<file path="src/avg_pkg.sv">
// Constants, register map and types for the ADC volume and auto gain block
package avg_pkg;

	// ==========================================================
	// Register map
	localparam int ADDR_W = 7;
	localparam int REG_W  = 9;

	localparam logic [6:0] OFS_ADC_VOL = 7'h0F;
	localparam logic [6:0] OFS_AGC1    = 7'h20;
	localparam logic [6:0] OFS_AGC2    = 7'h21;
	localparam logic [6:0] OFS_AGC3    = 7'h22;
	localparam logic [6:0] OFS_PGA     = 7'h2D;

	// ==========================================================
	// Field positions
	localparam int EN_BIT     = 8;
	localparam int MODE_BIT   = 8;
	localparam int FLOOR_LSB  = 0;
	localparam int CEIL_LSB   = 3;
	localparam int LEVEL_LSB  = 0;
	localparam int HOLD_LSB   = 4;
	localparam int RISE_LSB   = 4;
	localparam int FALL_LSB   = 0;

	// ==========================================================
	// Reset values
	localparam logic [7:0] RST_VOL   = 8'hFF;
	localparam logic [2:0] RST_FLOOR = 3'h0;
	localparam logic [2:0] RST_CEIL  = 3'h7;
	localparam logic [3:0] RST_LEVEL = 4'hB;
	localparam logic [3:0] RST_HOLD  = 4'h0;
	localparam logic [3:0] RST_RISE  = 4'h3;
	localparam logic [3:0] RST_FALL  = 4'h2;
	localparam logic [5:0] RST_PGA   = 6'h10;

	// ==========================================================
	// Gain arithmetic
	localparam logic [7:0] VOL_MUTE   = 8'h00;
	localparam logic [8:0] VOL_TOP    = 9'h0FF;
	localparam logic [8:0] HALF_PER_SH = 9'h00C;
	localparam logic [3:0] LEVEL_SAT  = 4'hE;
	localparam logic [8:0] LEVEL_TOP  = 9'h00F;
	localparam logic [8:0] LEVEL_STEP = 9'h003;
	localparam logic [2:0] CEIL_FILL  = 3'h7;
	localparam logic [2:0] FLOOR_FILL = 3'h0;
	localparam logic [3:0] RATE_SAT   = 4'hA;
	localparam int         Q_FRAC     = 15;
	// 10^(-r/40) in Q15, one entry per half-decibel inside 6 dB
	localparam logic [15:0] FRAC_TAB [12] = '{
		16'h8000, 16'h78D7, 16'h7215, 16'h6BB3,
		16'h65AD, 16'h5FFD, 16'h5A9E, 16'h558D,
		16'h50C3, 16'h4C3F, 16'h47FB, 16'h43F4};

	// ==========================================================
	// Timing
	localparam int CLK_NS       = 100;
	localparam int RISE_NORM_NS = 410000;
	localparam int RISE_LIM_NS  = 90800;
	localparam int FALL_NORM_NS = 104000;
	localparam int FALL_LIM_NS  = 22700;
	localparam int HOLD_BASE_NS = 2670000;
	localparam int RISE_LIM_CYC  = RISE_LIM_NS / CLK_NS;
	localparam int FALL_NORM_CYC = FALL_NORM_NS / CLK_NS;
	localparam int FALL_LIM_CYC  = FALL_LIM_NS / CLK_NS;

	// ==========================================================
	// Types
	typedef struct packed {
		logic [ADDR_W-1:0] addr;
		logic [REG_W-1:0]  data;
	} avg_reg_wr_t;

	typedef enum logic [1:0] {ST_OFF, ST_HOLD, ST_ADJUST} avg_state_t;

endpackage : avg_pkg

</file>
<file path="src/avg_core.sv">
// ADC digital volume, sample FIFO and automatic PGA gain controller
`timescale 1ns/100ps

// ==========================================================
// Sample FIFO
module avg_fifo #(
	parameter int W     = 16,
	parameter int DEPTH = 8
) (
	input  wire logic         clk,
	input  wire logic         reset,
	input  wire logic         in_valid,
	output logic              in_ready,
	input  wire logic [W-1:0] in_data,
	output logic              out_valid,
	input  wire logic         out_ready,
	output logic [W-1:0]      out_data
);
	localparam int AW = $clog2(DEPTH);

	logic [W-1:0] mem [DEPTH];
	logic [AW:0]  wr_q, wr_d, rd_q, rd_d;
	logic         push, pop;

	assign in_ready  = (wr_q - rd_q) != (AW+1)'(DEPTH);
	assign out_valid = wr_q != rd_q;
	assign out_data  = mem[rd_q[AW-1:0]];
	assign push      = in_valid && in_ready;
	assign pop       = out_valid && out_ready;

	always_comb
	begin
		wr_d = push ? wr_q + 1'b1 : wr_q;
		rd_d = pop ? rd_q + 1'b1 : rd_q;
	end

	always_ff @(posedge clk)
	begin
		if (reset)
		begin
			wr_q <= '0;
			rd_q <= '0;
		end
		else
		begin
			wr_q <= wr_d;
			rd_q <= rd_d;
		end
		if (push)
			mem[wr_q[AW-1:0]] <= in_data;
	end

endmodule : avg_fifo

// ==========================================================
// Top level
module avg_top
	import avg_pkg::*;
#(
	parameter int W             = 16,
	parameter int FIFO_DEPTH    = 8,
	parameter int RISE_NORM_CYC = RISE_NORM_NS / CLK_NS,
	parameter int HOLD_CYC      = HOLD_BASE_NS / CLK_NS
) (
	input  wire logic                clk,
	input  wire logic                reset,
	input  wire logic                reg_wr_en,
	input  wire avg_pkg::avg_reg_wr_t reg_wr,
	input  wire logic [6:0]          reg_rd_addr,
	output logic [8:0]               reg_rd_data,
	input  wire logic                s_valid,
	output logic                     s_ready,
	input  wire logic signed [W-1:0] s_data,
	output logic                     m_valid,
	input  wire logic                m_ready,
	output logic [W-1:0]             m_data,
	output logic [5:0]               pga_gain
);
	import avg_pkg::*;

	// ==========================================================
	// Attenuation by half-decibel count: shift per 6 dB, table within
	function automatic logic signed [W-1:0] atten(
		input logic signed [W-1:0] x,
		input logic [8:0]          att
	);
		logic [4:0]          sh;
		logic [3:0]          r;
		logic signed [W+16:0] p;
		sh = 5'(att / HALF_PER_SH);
		r  = 4'(att % HALF_PER_SH);
		p  = x * $signed({1'b0, FRAC_TAB[r]});
		p  = p >>> Q_FRAC;
		p  = p >>> sh;
		return p[W-1:0];
	endfunction : atten

	// ==========================================================
	// Registers
	logic [7:0] vol_q, vol_d;
	logic [8:0] agc1_q, agc1_d;
	logic [7:0] agc2_q, agc2_d;
	logic [8:0] agc3_q, agc3_d;
	logic [8:0] rd_q, rd_d;

	always_comb
	begin
		vol_d  = vol_q;
		agc1_d = agc1_q;
		agc2_d = agc2_q;
		agc3_d = agc3_q;
		if (reg_wr_en)
		begin
			case (reg_wr.addr)
				OFS_ADC_VOL: vol_d = reg_wr.data[7:0];
				OFS_AGC1:    agc1_d = {reg_wr.data[EN_BIT], 2'b00,
					reg_wr.data[5:0]};
				OFS_AGC2:    agc2_d = reg_wr.data[7:0];
				OFS_AGC3:    agc3_d = reg_wr.data;
				default:     vol_d = vol_q;
			endcase
		end
		case (reg_rd_addr)
			OFS_ADC_VOL: rd_d = {1'b0, vol_q};
			OFS_AGC1:    rd_d = agc1_q;
			OFS_AGC2:    rd_d = {1'b0, agc2_q};
			OFS_AGC3:    rd_d = agc3_q;
			OFS_PGA:     rd_d = {3'b000, pga_gain};
			default:     rd_d = '0;
		endcase
	end

	always_ff @(posedge clk)
	begin
		if (reset)
		begin
			vol_q  <= RST_VOL;
			agc1_q <= {1'b0, 2'b00, RST_CEIL, RST_FLOOR};
			agc2_q <= {RST_HOLD, RST_LEVEL};
			agc3_q <= {1'b0, RST_RISE, RST_FALL};
			rd_q   <= '0;
		end
		else
		begin
			vol_q  <= vol_d;
			agc1_q <= agc1_d;
			agc2_q <= agc2_d;
			agc3_q <= agc3_d;
			rd_q   <= rd_d;
		end
	end

	assign reg_rd_data = rd_q;

	// ==========================================================
	// Volume path into the FIFO
	logic signed [W-1:0] scaled;

	always_comb
	begin
		if (vol_q == VOL_MUTE)
			scaled = '0;
		else
			scaled = atten(s_data, VOL_TOP - {1'b0, vol_q});
	end

	avg_fifo #(.W(W), .DEPTH(FIFO_DEPTH)) u_fifo (
		.clk       (clk),
		.reset     (reset),
		.in_valid  (s_valid),
		.in_ready  (s_ready),
		.in_data   (scaled),
		.out_valid (m_valid),
		.out_ready (m_ready),
		.out_data  (m_data)
	);

	// ==========================================================
	// Field decode and derived limits
	logic       en, mode;
	logic [5:0] floor_code, ceil_code, cap;
	logic [3:0] lvl, hold, rise, fall;
	logic [W-1:0] thr, mag;
	logic [31:0] rise_per, fall_per, hold_per;

	assign en   = agc1_q[EN_BIT];
	assign mode = agc3_q[MODE_BIT];
	assign floor_code = {agc1_q[FLOOR_LSB +: 3], FLOOR_FILL};
	assign ceil_code  = {agc1_q[CEIL_LSB +: 3], CEIL_FILL};
	assign lvl  = agc2_q[LEVEL_LSB +: 4];
	assign hold = agc2_q[HOLD_LSB +: 4];
	assign rise = agc3_q[RISE_LSB +: 4];
	assign fall = agc3_q[FALL_LSB +: 4];

	logic [5:0] pga_q, pga_d, start_q, start_d;

	always_comb
	begin
		logic [3:0] lv, rs, fs, hs;
		lv = (lvl > LEVEL_SAT) ? LEVEL_SAT : lvl;
		rs = (rise > RATE_SAT) ? RATE_SAT : rise;
		fs = (fall > RATE_SAT) ? RATE_SAT : fall;
		hs = (hold > RATE_SAT) ? RATE_SAT : hold;
		thr = W'(atten({1'b0, {(W-1){1'b1}}},
			(LEVEL_TOP - {5'h00, lv}) * LEVEL_STEP));
		rise_per = (mode ? 32'(RISE_LIM_CYC) : 32'(RISE_NORM_CYC))
			<< rs;
		fall_per = (mode ? 32'(FALL_LIM_CYC) : 32'(FALL_NORM_CYC))
			<< fs;
		hold_per = (hs == 4'h0) ? 32'h0000_0000
			: 32'(HOLD_CYC) << (hs - 4'h1);
		cap = (mode && start_q < ceil_code) ? start_q : ceil_code;
		mag = s_data[W-1] ? W'(-s_data) : W'(s_data);
	end

	// ==========================================================
	// Gain controller
	avg_state_t  st_q, st_d;
	logic [W-1:0] peak_q, peak_d;
	logic [31:0] hcnt_q, hcnt_d, scnt_q, scnt_d;
	logic        mode_q, above;

	assign above = peak_q > thr;

	always_comb
	begin
		st_d    = st_q;
		pga_d   = pga_q;
		start_d = start_q;
		hcnt_d  = hcnt_q;
		scnt_d  = scnt_q;
		peak_d  = peak_q;
		if (s_valid && s_ready && mag > peak_q)
			peak_d = mag;
		if (en && mode && !mode_q)
			start_d = pga_q;
		case (st_q)
			ST_OFF:
			begin
				if (en)
				begin
					st_d    = ST_HOLD;
					start_d = pga_q;
					hcnt_d  = '0;
					peak_d  = '0;
				end
			end
			ST_HOLD:
			begin
				scnt_d = '0;
				if (!en)
					st_d = ST_OFF;
				else if (above || hcnt_q >= hold_per)
					st_d = ST_ADJUST;
				else
					hcnt_d = hcnt_q + 1'b1;
			end
			ST_ADJUST:
			begin
				scnt_d = scnt_q + 1'b1;
				if (!en)
					st_d = ST_OFF;
				else if (above || pga_q > cap)
				begin
					if (scnt_q + 1'b1 >= fall_per)
					begin
						if (pga_q > floor_code)
							pga_d = pga_q - 1'b1;
						scnt_d = '0;
						peak_d = '0;
						hcnt_d = '0;
						st_d   = ST_HOLD;
					end
				end
				else if (scnt_q + 1'b1 >= rise_per)
				begin
					if (pga_q < cap)
						pga_d = pga_q + 1'b1;
					scnt_d = '0;
					peak_d = '0;
				end
			end
			default: st_d = ST_OFF;
		endcase
		// Software load wins; with control off this is the only mover
		if (reg_wr_en && reg_wr.addr == OFS_PGA)
			pga_d = reg_wr.data[5:0];
	end

	always_ff @(posedge clk)
	begin
		if (reset)
		begin
			st_q    <= ST_OFF;
			pga_q   <= RST_PGA;
			start_q <= RST_PGA;
			hcnt_q  <= '0;
			scnt_q  <= '0;
			peak_q  <= '0;
			mode_q  <= 1'b0;
		end
		else
		begin
			st_q    <= st_d;
			pga_q   <= pga_d;
			start_q <= start_d;
			hcnt_q  <= hcnt_d;
			scnt_q  <= scnt_d;
			peak_q  <= peak_d;
			mode_q  <= mode;
		end
	end

	assign pga_gain = pga_q;

endmodule : avg_top

</file>
<file path="config.mk">
export PLATFORM = sky130hd
export DESIGN_NAME = avg_top
export DESIGN_NICKNAME = d
export VERILOG_FILES = /design/src/avg_pkg.sv /design/src/avg_core.sv
export SDC_FILE = /design/constraint.sdc
export NUM_CORES = 1
export LEC_CHECK = 0
export ABC_AREA = 0
export BUFFER_PORTS_ARGS = -buffer_cell sky130_fd_sc_hd__buf_2
export CORE_MARGIN = 2
export CORE_UTILIZATION = 35
export DETAILED_ROUTE_END_ITERATION = 10
export GPL_TIMING_DRIVEN = 0
export HOLD_SLACK_MARGIN = 0.08
export SETUP_SLACK_MARGIN = 0.1
export SLEW_MARGIN = 10
export SYNTH_ARGS = -nofsm -noshare
export SYNTH_HDL_FRONTEND = slang
export SYNTH_HIERARCHICAL = 1
export SYNTH_SLANG_ARGS = --single-unit
</file>
<file path="constraint.sdc">
create_clock -name clk -period 13.1 [get_ports clk]
set_input_delay 2.62 -clock clk [delete_from_list [all_inputs] [get_ports clk]]
set_output_delay 2.62 -clock clk [all_outputs]
set_load 0.01 [all_outputs]
</file>
==> reports/qor.log <==
qor: cells_and_area.final_cells 4456
qor: global_routing.grt_first_pass_wirelength 134 mm
qor: floorplan.die_w 290 um
qor: route.detail_route.wl_per_cell 19.0 um
qor: pwr.vdd.ir_drop.worst 0.0986 mV
qor: global_routing.gr-total-overflow 0
qor: hold_path.hold_path_class flip-flop to flip-flop
qor: logic_synthesis.post_synth_num_cell_types 103
qor: clock_tree.cts_made_buffers 31
qor: cells_and_area.n_fill_cell 8339
qor: pwr.leakagePower 13.8 nW
qor: pwr.total_power 3.02 mW
qor: placed_design.final_hpwl_dp 67.4 mm
qor: route.routed_wl 84.5 mm
qor: route.drt-met1-wl 40.0 mm
qor: logic_synthesis.synth_edf_count 128
qor: route.maxUsedRoutingLayer met4
qor: timing.fmax 0.0814 GHz
qor: placed_design.io_buffers 66
qor: clock_tree.cts_tree built
qor: route.viasPerCell 5.51
qor: logic_synthesis.mappedNetlistArea 0.0287 sq mm
qor: placed_design.place_worst_setup_slack 11.5 ps
qor: route.met2_length 37.6 mm
qor: critical_path.worstSetupStartpointType flip-flop
qor: clock_tree.cts-root-buf sky130_fd_sc_hd__clkbuf_16
qor: timing.final_hold_viol_count 0
qor: floorplan.rows 105
qor: floorplan.placeableCoreArea 0.0817 sq mm
qor: critical_path.timing.critical_path.to_type flip-flop
qor: clock_tree.htreeDepth 1
qor: route.detailroute.via_count 24600
qor: pwr.power.share.clock 34.3%
qor: status.status complete, no violations
qor: logic_synthesis.synth_async_sr_flop_share 0%
qor: cells_and_area.multiInputGateArea 0.0202 sq mm
qor: clock_tree.cts-resized-gates 1
qor: timing.finalCritPeriodShare 93.7%
qor: global_routing.initial_antenna_violation_count 5
qor: clock_tree.clock-sinks 275
qor: clock_tree.clkTransAtPathRegs 60 ps
qor: timing.setup_violations 0
qor: floorplan.die_y 290 um
qor: global_routing.grt_pass1_vias 23800
qor: logic_synthesis.ys_seq_elements 275
qor: pwr.power.switching_fraction 32.8%
qor: logic_synthesis.yosysWarnings 6
qor: placed_design.post-place-cells 4396
qor: timing.period_minus_ws_final 12280 ps
qor: cells_and_area.areaGrowthSynthToFinish 11.1%
qor: route.firstDrtPassIters 6
qor: pwr.net-switching-power 993 uW
qor: clock_tree.clock_insertion_delay_worst_skew 590 ps
qor: pwr.combPwrFrac 31.8%
qor: timing.final_count_of_pins_violating_max_slew 0
qor: critical_path.worst_path_most_repeated_cell sky130_fd_sc_hd__fa_1
qor: route.drt_iter0_drc 1963
qor: critical_path.cp_data_required_time 13370 ps
qor: floorplan.design.portCount 77
qor: cells_and_area.post_route_cells_drive_above_1_share 8.04%
qor: timing.fin_worst_skew 15.3 ps
qor: timing.worst_pin_slew 1300 ps
qor: logic_synthesis.yosys_most_used_dff sky130_fd_sc_hd__dfxtp_1
qor: global_routing.track_usage 19.7%
qor: pwr.power_report.internal_total 2.03 mW
qor: cells_and_area.register_area 0.00679 sq mm
qor: critical_path.data_arrival_time_at_the_worst_slack_endpoint 12550 ps
qor: critical_path.rrSetupSlack 820 ps
qor: route.route.detailed.drc 0
qor: job.max_cap_violations 0
qor: clock_tree.ctsLongestPathBuffers 3
qor: timing.finalSetupTns 0 ps
qor: floorplan.starting_density 35.2%
qor: logic_synthesis.gate_count_after_technology_mapping 3236
qor: critical_path.cp_slowest_stage_delay 710 ps
qor: placed_design.place_congestion 0.929
qor: pwr.p_per_area 94.7 mW/mm^2
qor: route.wl_met3 5.01 mm
qor: clock_tree.cts_hold_buffers 0
qor: clock_tree.postCtsSetupBuffers 0
qor: critical_path.critPathKind flip-flop to flip-flop
qor: floorplan.dieArea 0.0844 sq mm
qor: logic_synthesis.synth.avg_cell_area 8.88 sq um
qor: timing.rsz0062_at_grt yes
qor: cells_and_area.design.final.nets 3890
qor: timing.worst_slew_margin_rel 10.9%
qor: cells_and_area.utilization 39.1%
qor: critical_path.maximum_fanout_count_along_the_critical_path 10
qor: route.post_drt_antenna_nets 0
qor: pwr.power_frac_seq 33.9%
qor: critical_path.critPathSlowestCell sky130_fd_sc_hd__a2111oi_1
qor: timing.final.setup.worst_slack 820 ps
qor: logic_synthesis.synth_seq_area_share 23.6%
qor: global_routing.grt_start_max_net_pins 17
==> cells by family (layout without fill, tap and decap cells) <==
| family | after synthesis | in the layout | share of synthesized area (%) |
|---|---|---|---|
| DFF | 275 | 275 | 23.6 |
| adders and majority gates | 487 | 487 | 26.3 |
| AOI/OAI and AO/OA | 689 | 689 | 16.6 |
| buffers and inverters | 511 | 651 | 6.76 |
| muxes | 115 | 115 | 5.50 |
| and+or+nand+nor | 1090 | 1090 | 19.1 |
| xor gates and xnor gates | 68 | 68 | 2.12 |
| other | 1 | 11 | 0.0131 |
==> synth_stat cells, types with 21 or more instances <==
master	instances	share of area, %
sky130_fd_sc_hd__a22o_1	28	0.85
sky130_fd_sc_hd__dfxtp_1	147	10
sky130_fd_sc_hd__nand2_1	337	4.4
sky130_fd_sc_hd__xor2_1	21	0.64
sky130_fd_sc_hd__o21ai_0	106	1.8
sky130_fd_sc_hd__a31oi_1	25	0.54
sky130_fd_sc_hd__o21a_1	25	0.65
sky130_fd_sc_hd__inv_1	337	4.4
sky130_fd_sc_hd__nor4_1	28	0.61
sky130_fd_sc_hd__nand4_1	56	1.2
sky130_fd_sc_hd__and3_1	27	0.59
sky130_fd_sc_hd__nor3_1	54	0.94
sky130_fd_sc_hd__o211ai_1	26	0.68
sky130_fd_sc_hd__or3_1	25	0.54
sky130_fd_sc_hd__nand2b_1	23	0.50
sky130_fd_sc_hd__mux2_2	21	0.82
sky130_fd_sc_hd__xnor2_1	46	1.4
sky130_fd_sc_hd__fa_1	195	14
sky130_fd_sc_hd__a21oi_1	169	2.9
sky130_fd_sc_hd__nand3_1	80	1.4
sky130_fd_sc_hd__clkbuf_1	144	1.9
sky130_fd_sc_hd__o31ai_1	39	1.0
sky130_fd_sc_hd__mux2i_1	60	2.1
sky130_fd_sc_hd__or4_1	34	0.89
sky130_fd_sc_hd__a21o_1	83	2.2
sky130_fd_sc_hd__edfxtp_1	128	13
sky130_fd_sc_hd__and2_1	122	2.7
sky130_fd_sc_hd__nor2_1	215	2.8
sky130_fd_sc_hd__nor2b_1	26	0.57
sky130_fd_sc_hd__ha_1	292	13
sky130_fd_sc_hd__mux4_2	32	2.5
==> path summary, 6_finish.rpt <==
path                            depth (start not counted)               end  startpoint
worst min-delay path                                    1        hcnt_q[31]  hcnt_q[31]
worst max-delay path                                   35  u_fifo/mem[3][0]    vol_q[7]
worst min register to register                          1        hcnt_q[31]  hcnt_q[31]
worst max register to register                         35  u_fifo/mem[3][0]    vol_q[7]
==> routing by layer <==
metal,GRT usage [%],vias up
met3,2.10,117
met5,0,-
met4,4.45,0
met2,31.6,723
met1,28.4,12000
li1,-,11700
==> cell type report <==
type                       instances  share of cell area [%]
buffer                           174                    2.12
timing repair buffer              82                    1.45
antenna                            2                  0.0157
sequential                       275                    21.3
multi-input combinational       2458                    63.2
clock inverter                    21                    1.24
inverter                         337                    3.96
clock buffer                      37                    2.60
tap                             1070                    4.19
==> per-stage QoR <==
stage | instance area, sq um | hold WS (ps)
finish | 31900 | 484
floorplan | 28800 | 449
CTS | 31800 | 489
global placement | 30400 | 465
detailed placement | 30600 | 471
global route | 31900 | 508
==> power by group through the flow <==
stage	clock (mW)	combinational (mW)	sequential [mW]
after floorplan	0	0.651	1.04
after global placement	0	0.932	1.04
after detailed placement	0	0.936	1.04
after CTS	1.06	0.946	1.03
after global routing	1.09	1.07	1.03
final	1.04	0.963	1.02
==> flip-flops by register name (all words and copies together), names as in the netlist, 6 cells and up, named ones only <==
| signal | count |
|---|---|
| agc2_q | 8 |
| vol_q | 8 |
| pga_gain | 6 |
| peak_q | 16 |
| reg_rd_data | 9 |
| agc3_q | 9 |
| agc1_q | 7 |
| u_fifo/mem | 128 |
| hcnt_q | 32 |
| scnt_q | 32 |
==> critical path, delay by kind of cell, from the launching register on <==
kind	cells	cell delay [ps]
flip-flops	1	450
AO/OA/AOI/OAI	8	3220
buffers and inverters	7	1560
multiplexers	1	260
AND/OR/NAND/NOR	11	2650
adder cells (fa/ha/maj)	8	3820
==> layout by cell type (no fill, tap or decap), drive strengths merged, types with 83 or more instances in the layout <==
cell type    n
a21o        83
a21oi      170
and2       122
buf        112
clkbuf     181
dfxtp      147
edfxtp     128
fa         195
ha         292
inv        338
nand2      337
nor2       215
o21ai      117
(Power assumes the default switching activity.)
